===== src/rtl/gpa_defs.svh =====
// register selects, pin map, reset values and timing for the gpio port
`ifndef GPA_DEFS_SVH
`define GPA_DEFS_SVH

`define GPA_NPINS          32
`define GPA_SEL_W          2
`define GPA_REG_FUNC       2'h0
`define GPA_REG_DIR        2'h1
`define GPA_REG_DATA       2'h2
`define GPA_REG_UNUSED     2'h3
`define GPA_RST_FUNC       32'h0000_0000
`define GPA_RST_DIR        32'h0000_0000
`define GPA_RST_LATCH      32'h0000_0000
`define GPA_ZERO           32'h0000_0000
`define GPA_ONES           32'hffff_ffff
`define GPA_ALT_OUT_MASK   32'h001f_ffe0
`define GPA_ALT_IN_MASK    32'h9fe0_0000
`define GPA_EVENT_PIN      5
`define GPA_RST_PIN_LO     6
`define GPA_RST_PIN_HI     20
`define GPA_IRQ_PIN_LO     21
`define GPA_IRQ_PIN_HI     28
`define GPA_IRQ10_PIN      31
`define GPA_IRQ_W          9
`define GPA_IRQ_IDLE       9'h1ff
`define GPA_SAMPLE_NS      128
`define GPA_CLK_NS         100
`define GPA_SAMPLE_CYC     ((`GPA_SAMPLE_NS + `GPA_CLK_NS - 1) / `GPA_CLK_NS)
`define GPA_DIV_W          2
`define GPA_DIV_ZERO       2'h0

`endif


===== src/rtl/gpa_pkg.sv =====
// packed carriers for the gpio port configuration access and pads
package gpa_pkg;

	typedef struct packed {
		logic        wr;
		logic        rd;
		logic [1:0]  sel;
		logic [31:0] wdata;
	} gpa_cfg_req_t;

	typedef struct packed {
		logic        valid;
		logic [31:0] rdata;
	} gpa_cfg_rsp_t;

	typedef struct packed {
		logic [31:0] out;
		logic [31:0] oe;
	} gpa_pad_t;

endpackage : gpa_pkg


===== src/rtl/gpa_gpio_port.sv =====
// gpio port: 32 pins, each a general input, general output or alternate
`timescale 1ns/1ps
`include "gpa_defs.svh"

module gpa_gpio_port (
	input  wire logic                 clk,
	input  wire logic                 rst,
	input  wire gpa_pkg::gpa_cfg_req_t cfg_req,
	output      gpa_pkg::gpa_cfg_rsp_t cfg_rsp,
	input  wire logic [31:0]          pin_in,
	output      gpa_pkg::gpa_pad_t     pad,
	input  wire logic                 event_out_n,
	input  wire logic [15:1]          downstream_port_reset_out_n,
	output      logic [8:0]           expander_irq_in_n
);

	// register select decode
	function automatic logic sel_hit(input logic [1:0] sel,
	                                 input logic [1:0] reg_sel);
		sel_hit = (sel == reg_sel);
	endfunction : sel_hit

	logic [31:0]           func_q;
	logic [31:0]           dir_q;
	logic [31:0]           latch_q;
	logic [31:0]           sync1_q;
	logic [31:0]           sync2_q;
	logic [31:0]           level_q;
	logic [`GPA_DIV_W-1:0] div_q;
	logic [`GPA_DIV_W-1:0] div_d;
	gpa_pkg::gpa_cfg_rsp_t rsp_q;
	gpa_pkg::gpa_pad_t     pad_q;
	logic [8:0]            irq_q;

	// next values built field by field, so they are nets
	wire gpa_pkg::gpa_cfg_rsp_t rsp_d;
	wire gpa_pkg::gpa_pad_t     pad_d;
	wire logic [8:0]            irq_d;

	wire logic        wr_func;
	wire logic        wr_dir;
	wire logic        wr_data;
	wire logic        sample_en;
	wire logic [31:0] gp_out_sel;
	wire logic [31:0] alt_drive;
	wire logic [31:0] rd_mux;

	// config space decode of the three pin registers
	assign wr_func = cfg_req.wr && sel_hit(cfg_req.sel, `GPA_REG_FUNC);
	assign wr_dir  = cfg_req.wr && sel_hit(cfg_req.sel, `GPA_REG_DIR);
	assign wr_data = cfg_req.wr && sel_hit(cfg_req.sel, `GPA_REG_DATA);

	// read mux; data reads return pin levels, an unused select reads zero
	assign rd_mux = sel_hit(cfg_req.sel, `GPA_REG_FUNC) ? func_q :
	                sel_hit(cfg_req.sel, `GPA_REG_DIR)  ? dir_q  :
	                sel_hit(cfg_req.sel, `GPA_REG_DATA) ? level_q :
	                `GPA_ZERO;
	assign rsp_d.valid = cfg_req.rd;
	assign rsp_d.rdata = cfg_req.rd ? rd_mux : `GPA_ZERO;

	// function select, direction and output latch
	always_ff @(posedge clk or posedge rst) begin
		if (rst) begin
			func_q  <= `GPA_RST_FUNC;
			dir_q   <= `GPA_RST_DIR;
			latch_q <= `GPA_RST_LATCH;
		end else begin
			if (wr_func)
				func_q <= cfg_req.wdata;
			if (wr_dir)
				dir_q <= cfg_req.wdata;
			if (wr_data)
				latch_q <= cfg_req.wdata;
		end
	end

	// read answer, one cycle after the request
	always_ff @(posedge clk or posedge rst) begin
		if (rst)
			rsp_q <= '0;
		else
			rsp_q <= rsp_d;
	end

	// sample divider: one enable per sampling period
	assign sample_en = (div_q == `GPA_DIV_ZERO);
	assign div_d = sample_en ? `GPA_DIV_W'(`GPA_SAMPLE_CYC - 1)
	                         : div_q - `GPA_DIV_W'(1);

	always_ff @(posedge clk or posedge rst) begin
		if (rst)
			div_q <= `GPA_DIV_ZERO;
		else
			div_q <= div_d;
	end

	// two-flop synchroniser on all pins
	always_ff @(posedge clk or posedge rst) begin
		if (rst) begin
			sync1_q <= `GPA_ZERO;
			sync2_q <= `GPA_ZERO;
		end else begin
			sync1_q <= pin_in;
			sync2_q <= sync1_q;
		end
	end

	// rate-limited level capture feeding the data register
	always_ff @(posedge clk or posedge rst) begin
		if (rst)
			level_q <= `GPA_ZERO;
		else if (sample_en)
			level_q <= sync2_q;
	end

	// alternate output sources placed at their pin positions
	assign alt_drive[`GPA_EVENT_PIN-1:0] = '0;
	assign alt_drive[`GPA_EVENT_PIN] = event_out_n;
	assign alt_drive[`GPA_RST_PIN_HI:`GPA_RST_PIN_LO] =
		downstream_port_reset_out_n;
	assign alt_drive[31:`GPA_RST_PIN_HI+1] = '0;

	// pin driver: general output, alternate output or released
	assign gp_out_sel = ~func_q & dir_q;
	assign pad_d.out  = (func_q & alt_drive) | (gp_out_sel & latch_q);
	assign pad_d.oe   = (func_q & `GPA_ALT_OUT_MASK) | gp_out_sel;

	always_ff @(posedge clk or posedge rst) begin
		if (rst)
			pad_q <= '0;
		else
			pad_q <= pad_d;
	end

	// expander interrupts, held idle high unless the pin is alternate
	assign irq_d[7:0] = level_q[`GPA_IRQ_PIN_HI:`GPA_IRQ_PIN_LO] |
	                    ~func_q[`GPA_IRQ_PIN_HI:`GPA_IRQ_PIN_LO];
	assign irq_d[8]   = level_q[`GPA_IRQ10_PIN] |
	                    ~func_q[`GPA_IRQ10_PIN];

	always_ff @(posedge clk or posedge rst) begin
		if (rst)
			irq_q <= `GPA_IRQ_IDLE;
		else
			irq_q <= irq_d;
	end

	assign cfg_rsp           = rsp_q;
	assign pad               = pad_q;
	assign expander_irq_in_n = irq_q;

	// checks on the pin behaviour
	a_reset_all_input: assert property (
		@(posedge clk) $fell(rst) |-> (pad_q.oe == `GPA_ZERO &&
		                               irq_q == `GPA_IRQ_IDLE))
		else $error("pin driven or alternate active after reset");

	a_input_no_drive: assert property (
		@(posedge clk) disable iff (rst)
		1'b1 |=> ((pad_q.oe & ~($past(func_q) | $past(dir_q))) == '0))
		else $error("general input pin is driven");

	a_out_follows_latch: assert property (
		@(posedge clk) disable iff (rst)
		1'b1 |=> (((pad_q.out ^ $past(latch_q)) |
		           ~pad_q.oe) & $past(gp_out_sel)) == '0)
		else $error("general output pin does not drive latch value");

	a_event_pin_drive: assert property (
		@(posedge clk) disable iff (rst)
		func_q[`GPA_EVENT_PIN] |=> (pad_q.oe[`GPA_EVENT_PIN] &&
		    pad_q.out[`GPA_EVENT_PIN] == $past(event_out_n)))
		else $error("event pin does not carry event output");

	a_port_reset_drive: assert property (
		@(posedge clk) disable iff (rst)
		1'b1 |=> ((pad_q.out[`GPA_RST_PIN_HI:`GPA_RST_PIN_LO] ^
		           $past(downstream_port_reset_out_n)) &
		          $past(func_q[`GPA_RST_PIN_HI:`GPA_RST_PIN_LO])) == '0)
		else $error("port reset pin does not carry reset output");

	a_irq_held_idle: assert property (
		@(posedge clk) disable iff (rst)
		1'b1 |=> ((~irq_q[7:0] &
		           ~$past(func_q[`GPA_IRQ_PIN_HI:`GPA_IRQ_PIN_LO])) == '0 &&
		          (irq_q[8] || $past(func_q[`GPA_IRQ10_PIN]))))
		else $error("expander interrupt active on general pin");

	a_irq_follows_pin: assert property (
		@(posedge clk) disable iff (rst)
		func_q[`GPA_IRQ_PIN_HI] |=> (irq_q[7] ==
		    $past(level_q[`GPA_IRQ_PIN_HI])))
		else $error("expander interrupt does not follow pin");

	a_sample_rate_limit: assert property (
		@(posedge clk) disable iff (rst)
		$changed(level_q) |=> $stable(level_q))
		else $error("pin levels sampled faster than allowed");

	a_sample_sync_path: assert property (
		@(posedge clk) disable iff (rst)
		sample_en |=> (level_q == $past(pin_in, 3)))
		else $error("sampled level does not match synchronised pin");

	a_read_pin_level: assert property (
		@(posedge clk) disable iff (rst)
		(cfg_req.rd && cfg_req.sel == `GPA_REG_DATA)
		|=> (rsp_q.valid && rsp_q.rdata == $past(level_q)))
		else $error("data read does not return pin levels");

	a_write_latch_load: assert property (
		@(posedge clk) disable iff (rst)
		wr_data |=> (latch_q == $past(cfg_req.wdata)) ##1
		            ((pad_q.out & pad_q.oe & $past(gp_out_sel)) ==
		             ($past(latch_q) & pad_q.oe & $past(gp_out_sel))))
		else $error("data write does not load output latch");

	a_func_write: assert property (
		@(posedge clk) disable iff (rst)
		wr_func |=> (func_q == $past(cfg_req.wdata)))
		else $error("function select write lost");

	a_cfg_decode: assert property (
		@(posedge clk) disable iff (rst)
		(cfg_req.wr && cfg_req.sel == `GPA_REG_UNUSED) |=>
		($stable(func_q) && $stable(dir_q) && $stable(latch_q)))
		else $error("unused select changed a register");

endmodule : gpa_gpio_port


===== config.mk =====
export PLATFORM = sky130hd
export DESIGN_NAME = gpa_gpio_port
export DESIGN_NICKNAME = d
export VERILOG_FILES = /design/src/rtl/gpa_pkg.sv /design/src/rtl/gpa_gpio_port.sv
export VERILOG_INCLUDE_DIRS = /design/src /design/src/rtl
export SDC_FILE = /design/constraint.sdc
export NUM_CORES = 1
export LEC_CHECK = 0
export BUFFER_PORTS_ARGS = -buffer_cell sky130_fd_sc_hd__buf_2
export CAP_MARGIN = 25
export CORE_MARGIN = 8
export CORE_UTILIZATION = 25
export DETAILED_ROUTE_END_ITERATION = 12
export MAX_ROUTING_LAYER = met4
export SYNTH_ARGS = -nofsm -noshare
export SYNTH_HDL_FRONTEND = slang
export SYNTH_SLANG_ARGS = --single-unit

===== constraint.sdc =====
create_clock -name clk -period 11.4 [get_ports clk]
set_input_delay 0 -clock clk [delete_from_list [all_inputs] [get_ports clk]]
set_output_delay 0 -clock clk [all_outputs]
set_load 0.02 [all_outputs]

# Word-level counts from Yosys, hierarchy flattened
# Index checks and enable logic that the tools add are counted.
# classes
add_sub_neg	1
n_mul	0
div_mod_pow	0
n_lt_le_gt_ge	0
eq_ne	2
shift	0
mux	5
bitwise_logic	10
n_reduce_logical	5
# op_table
operator	n
$mux 32	4
$and 32x32->32	2
$and 32x21->32	1
$not 32->32	1
$or 21x32->32	1
$or 32x32->32	1
$not 8->8	1
$or 8x8->8	1
$logic_not 2->1	2
$logic_and 1x1->1	3
$eq 2x1->1 const B	1
$eq 2x2->1 const B	1
$mux 2	1
$sub 2x1->2 const B	1
$not 1->1	1
$or 1x1->1	1
# word_totals
register_bits	300
latchBits	0
ram_bits	0
romBits	0
in_bits	86
out_inout_bits	106
wordCells	35
n_memories	0

# Longest topological paths before layout
# Gate-level depths: netlist (run 1).
# depth
word_depth	5
mapped_depth	5

# Worst setup path after synthesis (run 1)
# Ideal clock, no wire load.
# synth_timing
path_type	reg2reg
from	register div_q[1]
to	register level_q[0]
setup_time_ns	0.125
arrival_time_ns	1.154
required_ns	11.275
setup_slack_ns	10.122
path_stages_with_launch	4
path_buffers	1
period_less_slack_ns	1.278
path_cell_list	dfrtp_1 nor2_1 buf_2 mux2_2
# synth_via
elab_chain_len	1
# synth_lines
item	line	text
start: declaration	gpa_gpio_port.sv:29	logic [`GPA_DIV_W-1:0] div_q;
start signal: assignment	gpa_gpio_port.sv:92	div_q <= `GPA_DIV_ZERO;
start signal: assignment	gpa_gpio_port.sv:94	div_q <= div_d;
$logic_not 2->1 (no source line)	--	
end signal: assignment	gpa_gpio_port.sv:111	level_q <= `GPA_ZERO;
end signal: assignment	gpa_gpio_port.sv:113	level_q <= sync2_q;
end: declaration	gpa_gpio_port.sv:28	logic [31:0] level_q;
# No other way between the ends.
# A chain may end at the register's enable or synchronous reset.

# Worst setup path after layout (run 1)
# layout_timing
from	register div_q[1]
to	register level_q[18]
# Same word-level chain as after synthesis.

==> results of run 1 <==
power by group through the flow:
stage / registers (mW) / logic [mW] / clock network (mW)
floorplan: 1.35 / 0.167 / 0
global placement: 1.30 / 0.362 / 0
detailed placement: 1.30 / 0.368 / 0
CTS: 1.28 / 0.391 / 1.19
global route: 1.30 / 0.419 / 1.23
finish: 1.28 / 0.384 / 1.14
cells by family after synthesis:
kind of cell,synth area share [%]
simple gates,7.425
buf+inv,1.753
flops,70.70
mux,17.63
compound gates,2.494
area by class of cell:
type / count / area [µm²]
antenna: 2 / 5.005
clock inverter: 11 / 143.9
timing repair buffer: 284 / 1922
inverter: 2 / 15.01
fill: 4073 / 27680
clock buffer: 51 / 1049
multi-input combinational: 348 / 2937
tap: 539 / 674.4
sequential: 300 / 7518
placed cells by master, fill, tap and decap left out, types with 9 or more instances in the layout:
| cell type | n |
|---|---|
| o21ai_0 | 28 |
| clkbuf_16 | 37 |
| nand3b_1 | 12 |
| dlygate4sd3_1 | 82 |
| mux2i_1 | 32 |
| or2_2 | 16 |
| mux2_2 | 96 |
| buf_4 | 9 |
| nand2_1 | 52 |
| o22ai_1 | 20 |
| nor2b_1 | 16 |
| and2_1 | 29 |
| nand2b_1 | 11 |
| mux2_4 | 30 |
| buf_2 | 190 |
| dfrtp_1 | 291 |
| dfstp_2 | 9 |
path summary, 6_finish.rpt:
check	startpoint	endpoint	depth (start not counted)
worst max-delay path	div_q[1]	level_q[18]	3
worst min-delay path	rst	pad[1]	3
worst max register to register	div_q[1]	level_q[18]	3
worst min register to register	sync1_q[0]	sync2_q[0]	0
max in group asynchronous	rst	expander_irq_in_n[1]	5
min in group clk	pin_in[18]	sync1_q[18]	2
critical path, cell delays in order (launching register included):
cell and delay [ns]:
dfrtp_1 0.40, nor2_4 0.46, buf_4 0.42, mux2_2 0.38
stage by stage:
step           cells  setup WS [ns]  power [mW]
2_1_floorplan    677          3.126       1.520
3_5_place_dp    1388          9.072       1.666
3_3_place_gp    1388          9.135       1.658
5_1_grt         1536          9.460       2.946
4_1_cts         1532          9.408       2.860
6_report        1537          9.598       2.808
per-layer routing:
metal	track usage, %	share of wire [%]	wire length, µm	vias up
met5	-	0	0	-
met4	3.827	1.7	454	0
met3	2.950	5.1	1362	35
met2	17.15	47	12490	165
met1	14.03	46	12280	3182
li1	-	-	-	2890
synth_stat cells:
cell,n
o21ai_0,28
nand2_1,52
inv_1,2
buf_4,4
nor2_1,1
nand3b_1,12
nor2b_1,16
buf_6,7
buf_2,8
clkbuf_1,7
nand2b_1,11
or2_2,16
buf_1,1
dfrtp_1,291
o22ai_1,20
mux2i_1,32
mux2_4,30
nor3b_4,1
nand3b_2,1
nand3b_4,1
and2_1,29
mux2_1,2
dfstp_2,9
mux2_2,96
flip-flops by register name, summed over array words and instances, names as in the netlist:
name	count
cfg_rsp	33
func_q	32
sync2_q	32
div_q	2
level_q	32
expander_irq_in_n	9
latch_q	32
sync1_q	32
pad	64
dir_q	32
repair_timing:
action	CTS	global route
hold buffers	82	0
hold endpoints to repair	281	0
setup endpoints to repair	0	0
==> run metrics, run 1 <==
WL/cell 17.30 µm; clk slew on worst S/H paths 0.06 ns; critical path arrival 2.20 ns; Cell Int Power 2.093 mW; Crit Path Max Fanout 19; synthesized area per cell 15.71 µm²; Die ar. about 49000 µm²; Slew @ Worst Pin between 0.9 and 1 ns; Worst Skew ~0.012 ns; Fin. Hold Viols 0; maximum VDD drop 0.1378 mV; Post-CTS Resized 0; initial antenna violation count 1; clock sinks 300; via count roughly 6300; IO Pins about 190; CTS tree yes; first-pass GRT wire length 41570 µm; Cell Area, Synth 10630 µm²; Tcrit/Tclk final between 10% and 20%; Switching Share 25.46%; initial drt markers between 300 and 400; Setup TNS 0 ns; crit path time final 1.802 ns; Die Height 222.2 µm; share of power burned in registers 45.6%; Worst setup SP type flop; GP Congestion 0.7311; max-cap violations 0; total routed wirelength 26590 µm; critical path class flop to flop; row count 75; max_slew headroom 39.18%; syn nets roughly 760; hpwl dp 16630 µm; sequential share of the synthesized area 70.70%; core area 41950 µm²; ANT nets after route 0; Setup Buffers After CTS 0; layout cells sized above 1 41.47%; fin nets 1057; clk_lat worst skew between 0.5 and 0.6 ns; die width between 200 and 250 µm; Critical Path RT 11.80 ns; Yosys reg bits 300; flop-to-flop setup slack about 9.6 ns; vias in the first global route 6981; final core utilization 34.00%; placed standard-cell area 12160 µm²; CTS root buf clkbuf_16; Design Area, Final between 10000 and 15000 µm²; sw power 0.7149 mW; Crit. End Element flop; HP Class primary input to async pin; top cell type's share of synthesized area 68.48%; area grow syn2layout 34.13%; clock power share between 40% and 50%; Starting Density 25.35%; CTS max path bufs 3; CTS Buf Count 35; vias per inst 4.081; leakage power 6.687 nW; Yosys top cell by area dfrtp_1; synthesized instance count about 680; Finish-stage setup viols 0; RSZ-0062 raised after global routing false; Slew Viols, Final 0; Comb power frac 13.7%; synth warn 0; H-tree depth 2; GRT Total Usage 11.11%; Yosys cell types 24; number of iterations in the first detailed-routing pass 4; largest net degree at the start of global routing 144; hold_ws 0.1031 ns; status completed; Cell Pwr Density slightly below 200 nW/µm²; Synth area leaders dfrtp_1, mux2_2, mux2_4; IO Port Bufs ~190; grt total ovfl 0; fmax between 500 and 600 MHz; # DRC 0
Note: power is estimated with default switching activity, not from simulation.
==> run 2, diff against run 1 <==
- clock period: 11.4 -> 1.6 ns (I/O delays scaled with it)
==> run metrics, run 2 (same netlist as run 1, synthesis figures left out) <==
status completed (unchanged); core area 41950 µm² (unchanged); hold_buf cts 84 (was 82); area grow syn2layout 36.26% (was 34.13%); Tcrit/Tclk final 86.98%; HP Class primary input to flop (was primary input to async pin); Cell Pwr Density 1413 nW/µm² (was 196.9 nW/µm²); clock power share 42.2% (was 40.7%); clk slew on worst S/H paths 0.06 ns (about the same); via count 6336 (was 6272); die width 222.2 µm (unchanged); first-pass GRT wire length 41380 µm (was 41570 µm); GP Congestion 0.6974 (was 0.7311); Setup TNS 0 ns (unchanged); WL/cell 16.85 µm (was 17.30 µm); Fin. Hold Viols 0 (unchanged); max_slew headroom 66.39% (was 39.18%); flop-to-flop setup slack 0.30 ns (was 9.60 ns); sw power 5.162 mW (was 0.7149 mW); Critical Path RT 2.21 ns (was 11.80 ns); IO Port Bufs 191 (unchanged); Crit Path Max Fanout 38 (was 19); placed standard-cell area 12370 µm² (was 12160 µm²); crit path from rst (was div_q[1]); CTS root buf clkbuf_16 (unchanged); Slew Viols, Final 0 (unchanged); Reg2Reg Depth 3 (unchanged); crit path time final 1.392 ns; Worst setup SP type primary input (was flop); # DRC 0 (unchanged); Worst Skew 0.01773 ns (was 0.01203 ns); CTS max path bufs 3 (unchanged); max reg flops 64 (unchanged); Slew @ Worst Pin 0.5041 ns (was 0.9122 ns); critical path arrival 2.00 ns (was 2.20 ns); Crit. End Element async pin (was flop); IO Pins 192 (unchanged); leakage power 6.784 nW (was 6.687 nW); RSZ-0062 raised after global routing false (unchanged); CTS tree yes (unchanged); Comb power frac 13.3% (was 13.7%); Post-CTS Resized 0 (unchanged); Die Height 222.2 µm (unchanged); Finish-stage setup viols 0 (unchanged); clock sinks 300 (unchanged); GRT Total Usage 10.99% (was 11.11%); Design Area, Final 14490 µm² (was 14260 µm²); Reg2Reg Launch Point div_q[0] (was div_q[1]); CTS Buf Count 35 (unchanged); H-tree depth 2 (unchanged); clk_lat worst skew 0.53 ns (was 0.52 ns); Switching Share 25.21% (was 25.46%); highest-count cells in the layout ignoring fill and taps dfrtp_1, buf_2, mux2_2, dlygate4sd3_1, nand2_1 (unchanged); row count 75 (unchanged); vias per inst 4.101 (was 4.081); Worst Setup EP expander_irq_in_n[6] (was level_q[18]); commonest non-fill, non-tap cell in the layout dfrtp_1 (unchanged); Cell Int Power 15.31 mW (was 2.093 mW); fmax 718.6 MHz; Starting Density 25.35% (unchanged); maximum VDD drop 0.7171 mV (was 0.1378 mV); Die ar. 49390 µm² (unchanged); initial drt markers 245 (was 302); share of power burned in registers 44.4% (was 45.6%); final core utilization 34.54% (was 34.00%); max-cap violations 0 (unchanged); Reg2Reg Capture Point level_q[5] (was level_q[18]); number of iterations in the first detailed-routing pass 6 (was 4); grt total ovfl 0 (unchanged); Setup Buffers After CTS 0 (unchanged); initial antenna violation count 1 (unchanged); total routed wirelength 26040 µm (was 26590 µm); vias in the first global route 7007 (was 6981); layout cells sized above 1 42.09% (was 41.47%); largest net degree at the start of global routing 88 (was 144); fin nets 1064 (was 1057); hpwl dp 16570 µm (was 16630 µm); critical path class primary input to async pin (was flop to flop); ANT nets after route 0 (unchanged)
## run 2: metrics by stage
step	setup slack, ns	total power, mW	cells	hold WS (ns)
floorplan	-2.380	10.83	677	0.03143
global placement	0.3222	11.80	1396	-0.006201
detailed placement	0.2955	11.87	1396	-0.004724
CTS	0.2177	20.86	1544	0.01879
global route	0.1049	21.48	1545	0.04742
finish	0.2083	20.47	1545	0.04608
## run 2: layer usage
layer	GRT usage [%]	share of wire, %
met2	17.37	48
met4	3.891	2.3
met3	2.871	4.9
met5	-	0
met1	13.52	45
## run 2: layout make-up
| type | instances | area [µm²] |
|---|---|---|
| Fill cell | 4007 | 27460 |
| Sequential cell | 300 | 7518 |
| Multi-Input combinational cell | 348 | 2937 |
| Timing Repair Buffer | 291 | 2069 |
| Clock buffer | 46 | 998.5 |
| Tap cell | 539 | 674.4 |
| Clock inverter | 18 | 279.0 |
| Inverter | 2 | 11.26 |
| Antenna cell | 1 | 2.502 |
## run 2: power by group through the flow
stage                     logic [mW]  clock network [mW]  registers [mW]
after floorplan                 1.19                   0            9.64
after detailed placement        2.62                   0            9.24
final                           2.73                8.64            9.10
after global routing            2.98                9.27            9.23
after CTS                       2.79                8.95            9.12
after global placement          2.58                   0            9.22
## run 2: worst max-delay path: stages
cell and delay (ns):
dlygate4sd3_1 0.53, buf_2 0.12, dlygate4sd3_1 0.58, clkinvlp_4 0.27, buf_4 0.48
## run 2: worst min path at each step
stage | to | slack, ns | from | cells after the start
3_3_place_gp | pad[1] | -0.006 | rst | 2
3_5_place_dp | cfg_rsp[2] | -0.005 | rst | 2
5_1_grt | dir_q[0] | 0.05 | cfg_req[32] | 3
2_1_floorplan | cfg_rsp[32] | 0.03 | cfg_req[34] | 0
6_report | dir_q[1] | 0.05 | cfg_req[32] | 3
4_1_cts | dir_q[0] | 0.02 | cfg_req[32] | 3
==> run 3, diff against run 2 <==
- MAX_ROUTING_LAYER: met4 -> default
==> run metrics, run 3 (same netlist as run 1, synthesis figures left out) <==
H-tree depth 2 (unchanged); via count 6332 (was 6336); IO Port Bufs 191 (unchanged); Cell Pwr Density 1412 nW/µm² (was 1413 nW/µm²); Finish-stage setup viols 0 (unchanged); grt total ovfl 0 (unchanged); clock sinks 300 (unchanged); IO Pins 192 (unchanged); CTS Buf Count 35 (unchanged); initial drt markers 238 (was 245); fmax 719.1 MHz (was 718.6 MHz); Die Height 222.2 µm (unchanged); Slew @ Worst Pin 0.5083 ns (was 0.5041 ns); Comb power frac 13.3% (about the same); max_slew headroom 66.12% (was 66.39%); Worst Skew 0.01821 ns (was 0.01773 ns); final core utilization 34.54% (about the same); Crit. End Element async pin (unchanged); layout cells sized above 1 42.09% (unchanged); # DRC 0 (unchanged); maximum VDD drop 0.7165 mV (was 0.7171 mV); vias per inst 4.101 (about the same); Crit Path Max Fanout 38 (unchanged); HP Class primary input to flop (unchanged); crit path time final 1.391 ns (was 1.392 ns); Slew Viols, Final 0 (unchanged); hpwl dp 16570 µm (unchanged); ANT nets after route 0 (unchanged); Tcrit/Tclk final 86.92% (was 86.98%); Switching Share 25.16% (was 25.21%); CTS tree yes (unchanged); Starting Density 25.35% (unchanged); max reg flops 64 (unchanged); Worst setup SP type primary input (unchanged); highest-count cells in the layout ignoring fill and taps dfrtp_1, buf_2, mux2_2, dlygate4sd3_1, nand2_1 (unchanged); critical path arrival 2.00 ns (about the same); CTS root buf clkbuf_16 (unchanged); row count 75 (unchanged); clk slew on worst S/H paths 0.06 ns (about the same); commonest non-fill, non-tap cell in the layout dfrtp_1 (unchanged); GP Congestion 0.6901 (was 0.6974); clk_lat worst skew 0.53 ns (about the same); initial antenna violation count 1 (unchanged); WL/cell 16.84 µm (was 16.85 µm); CTS max path bufs 3 (unchanged); die width 222.2 µm (unchanged); clock power share 42.2% (about the same); max-cap violations 0 (unchanged); largest net degree at the start of global routing 88 (unchanged); GRT Total Usage 10.67% (was 10.99%); first-pass GRT wire length 41390 µm (was 41380 µm); hold depth 3 (unchanged); fin nets 1064 (unchanged); Cell Int Power 15.31 mW (about the same); core area 41950 µm² (unchanged); critical path class primary input to async pin (unchanged); Critical Path RT 2.21 ns (about the same); sw power 5.146 mW (was 5.162 mW); Setup TNS 0 ns (unchanged); Die ar. 49390 µm² (unchanged); Fin. Hold Viols 0 (unchanged); RSZ-0062 raised after global routing false (unchanged); total routed wirelength 26000 µm (was 26040 µm); status completed (unchanged); Reg2Reg Depth 3 (unchanged); vias in the first global route 7013 (was 7007); area grow syn2layout 36.24% (was 36.26%); number of iterations in the first detailed-routing pass 6 (unchanged); Filler Cell Count 4006 (was 4007); n_diodes 0 (was 1); share of power burned in registers 44.5% (was 44.4%); leakage power 6.784 nW (about the same); flop-to-flop setup slack 0.30 ns (about the same)
-- run 3: cell types whose count changed in the layout (fill, tap and decap cells not counted), sizes merged --
| cell | change |
|---|---|
| diode | -1 |
-- run 3: metrics by stage --
stage	hold slack, ns	power (mW)	cells	setup WS, ns	instance area, µm²
after floorplan	0.03143	10.83	677	-2.380	10640
after global placement	-0.006201	11.80	1396	0.3222	12370
after detailed placement	-0.004724	11.87	1396	0.2955	12370
after CTS	0.01879	20.86	1544	0.2177	14490
after global routing	0.04744	21.47	1544	0.1049	14490
final	0.04654	20.46	1544	0.2093	14490
-- run 3: worst paths after layout --
kind / start / to
worst max register to register: div_q[0] / level_q[5]
min in group asynchronous: rst / func_q[1]
worst min register to register: sync1_q[17] / sync2_q[17]
worst max-delay path: rst / expander_irq_in_n[6]
max in group clk: div_q[0] / level_q[5]
worst min-delay path: cfg_req[32] / dir_q[0]
-- run 3: final cells by class --
cell class | instances | area, µm² | share of cell area (%)
clock buffers | 46 | 998.5 | 6.892
clock inverters | 18 | 279.0 | 1.926
inverters | 2 | 11.26 | 0.07773
multi-input cells | 348 | 2937 | 20.27
flip-flops and latches | 300 | 7518 | 51.90
well taps | 539 | 674.4 | 4.655
repair buffers | 291 | 2069 | 14.28
-- run 3: power groups by stage --
stage | sequential [mW] | combinational [mW] | clock, mW
2_1_floorplan | 9.64 | 1.19 | 0
3_3_place_gp | 9.22 | 2.58 | 0
3_5_place_dp | 9.24 | 2.62 | 0
4_1_cts | 9.12 | 2.79 | 8.95
5_1_grt | 9.23 | 2.99 | 9.26
6_report | 9.10 | 2.73 | 8.63
-- run 3: metal layers --
metal / global-route usage [%] / share of wire (%) / vias up
li1: - / - / 2920
met1: 13.26 / 44 / 3212
met2: 17.42 / 48 / 153
met3: 3.201 / 5.6 / 45
met4: 3.891 / 2.3 / 2
met5: 0 / 0.031 / -
-- run 3: repair_timing --
action,in CTS,in global routing
buffers inserted,0,0
endpoints found under the hold margin,441,0
gates resized for setup,0,0
hold buffers,84,0
-- run 3: critical path: stages --
cell           delay (ns)
dlygate4sd3_1        0.53
buf_2                0.12
dlygate4sd3_1        0.58
clkinvlp_4           0.27
buf_4                0.48
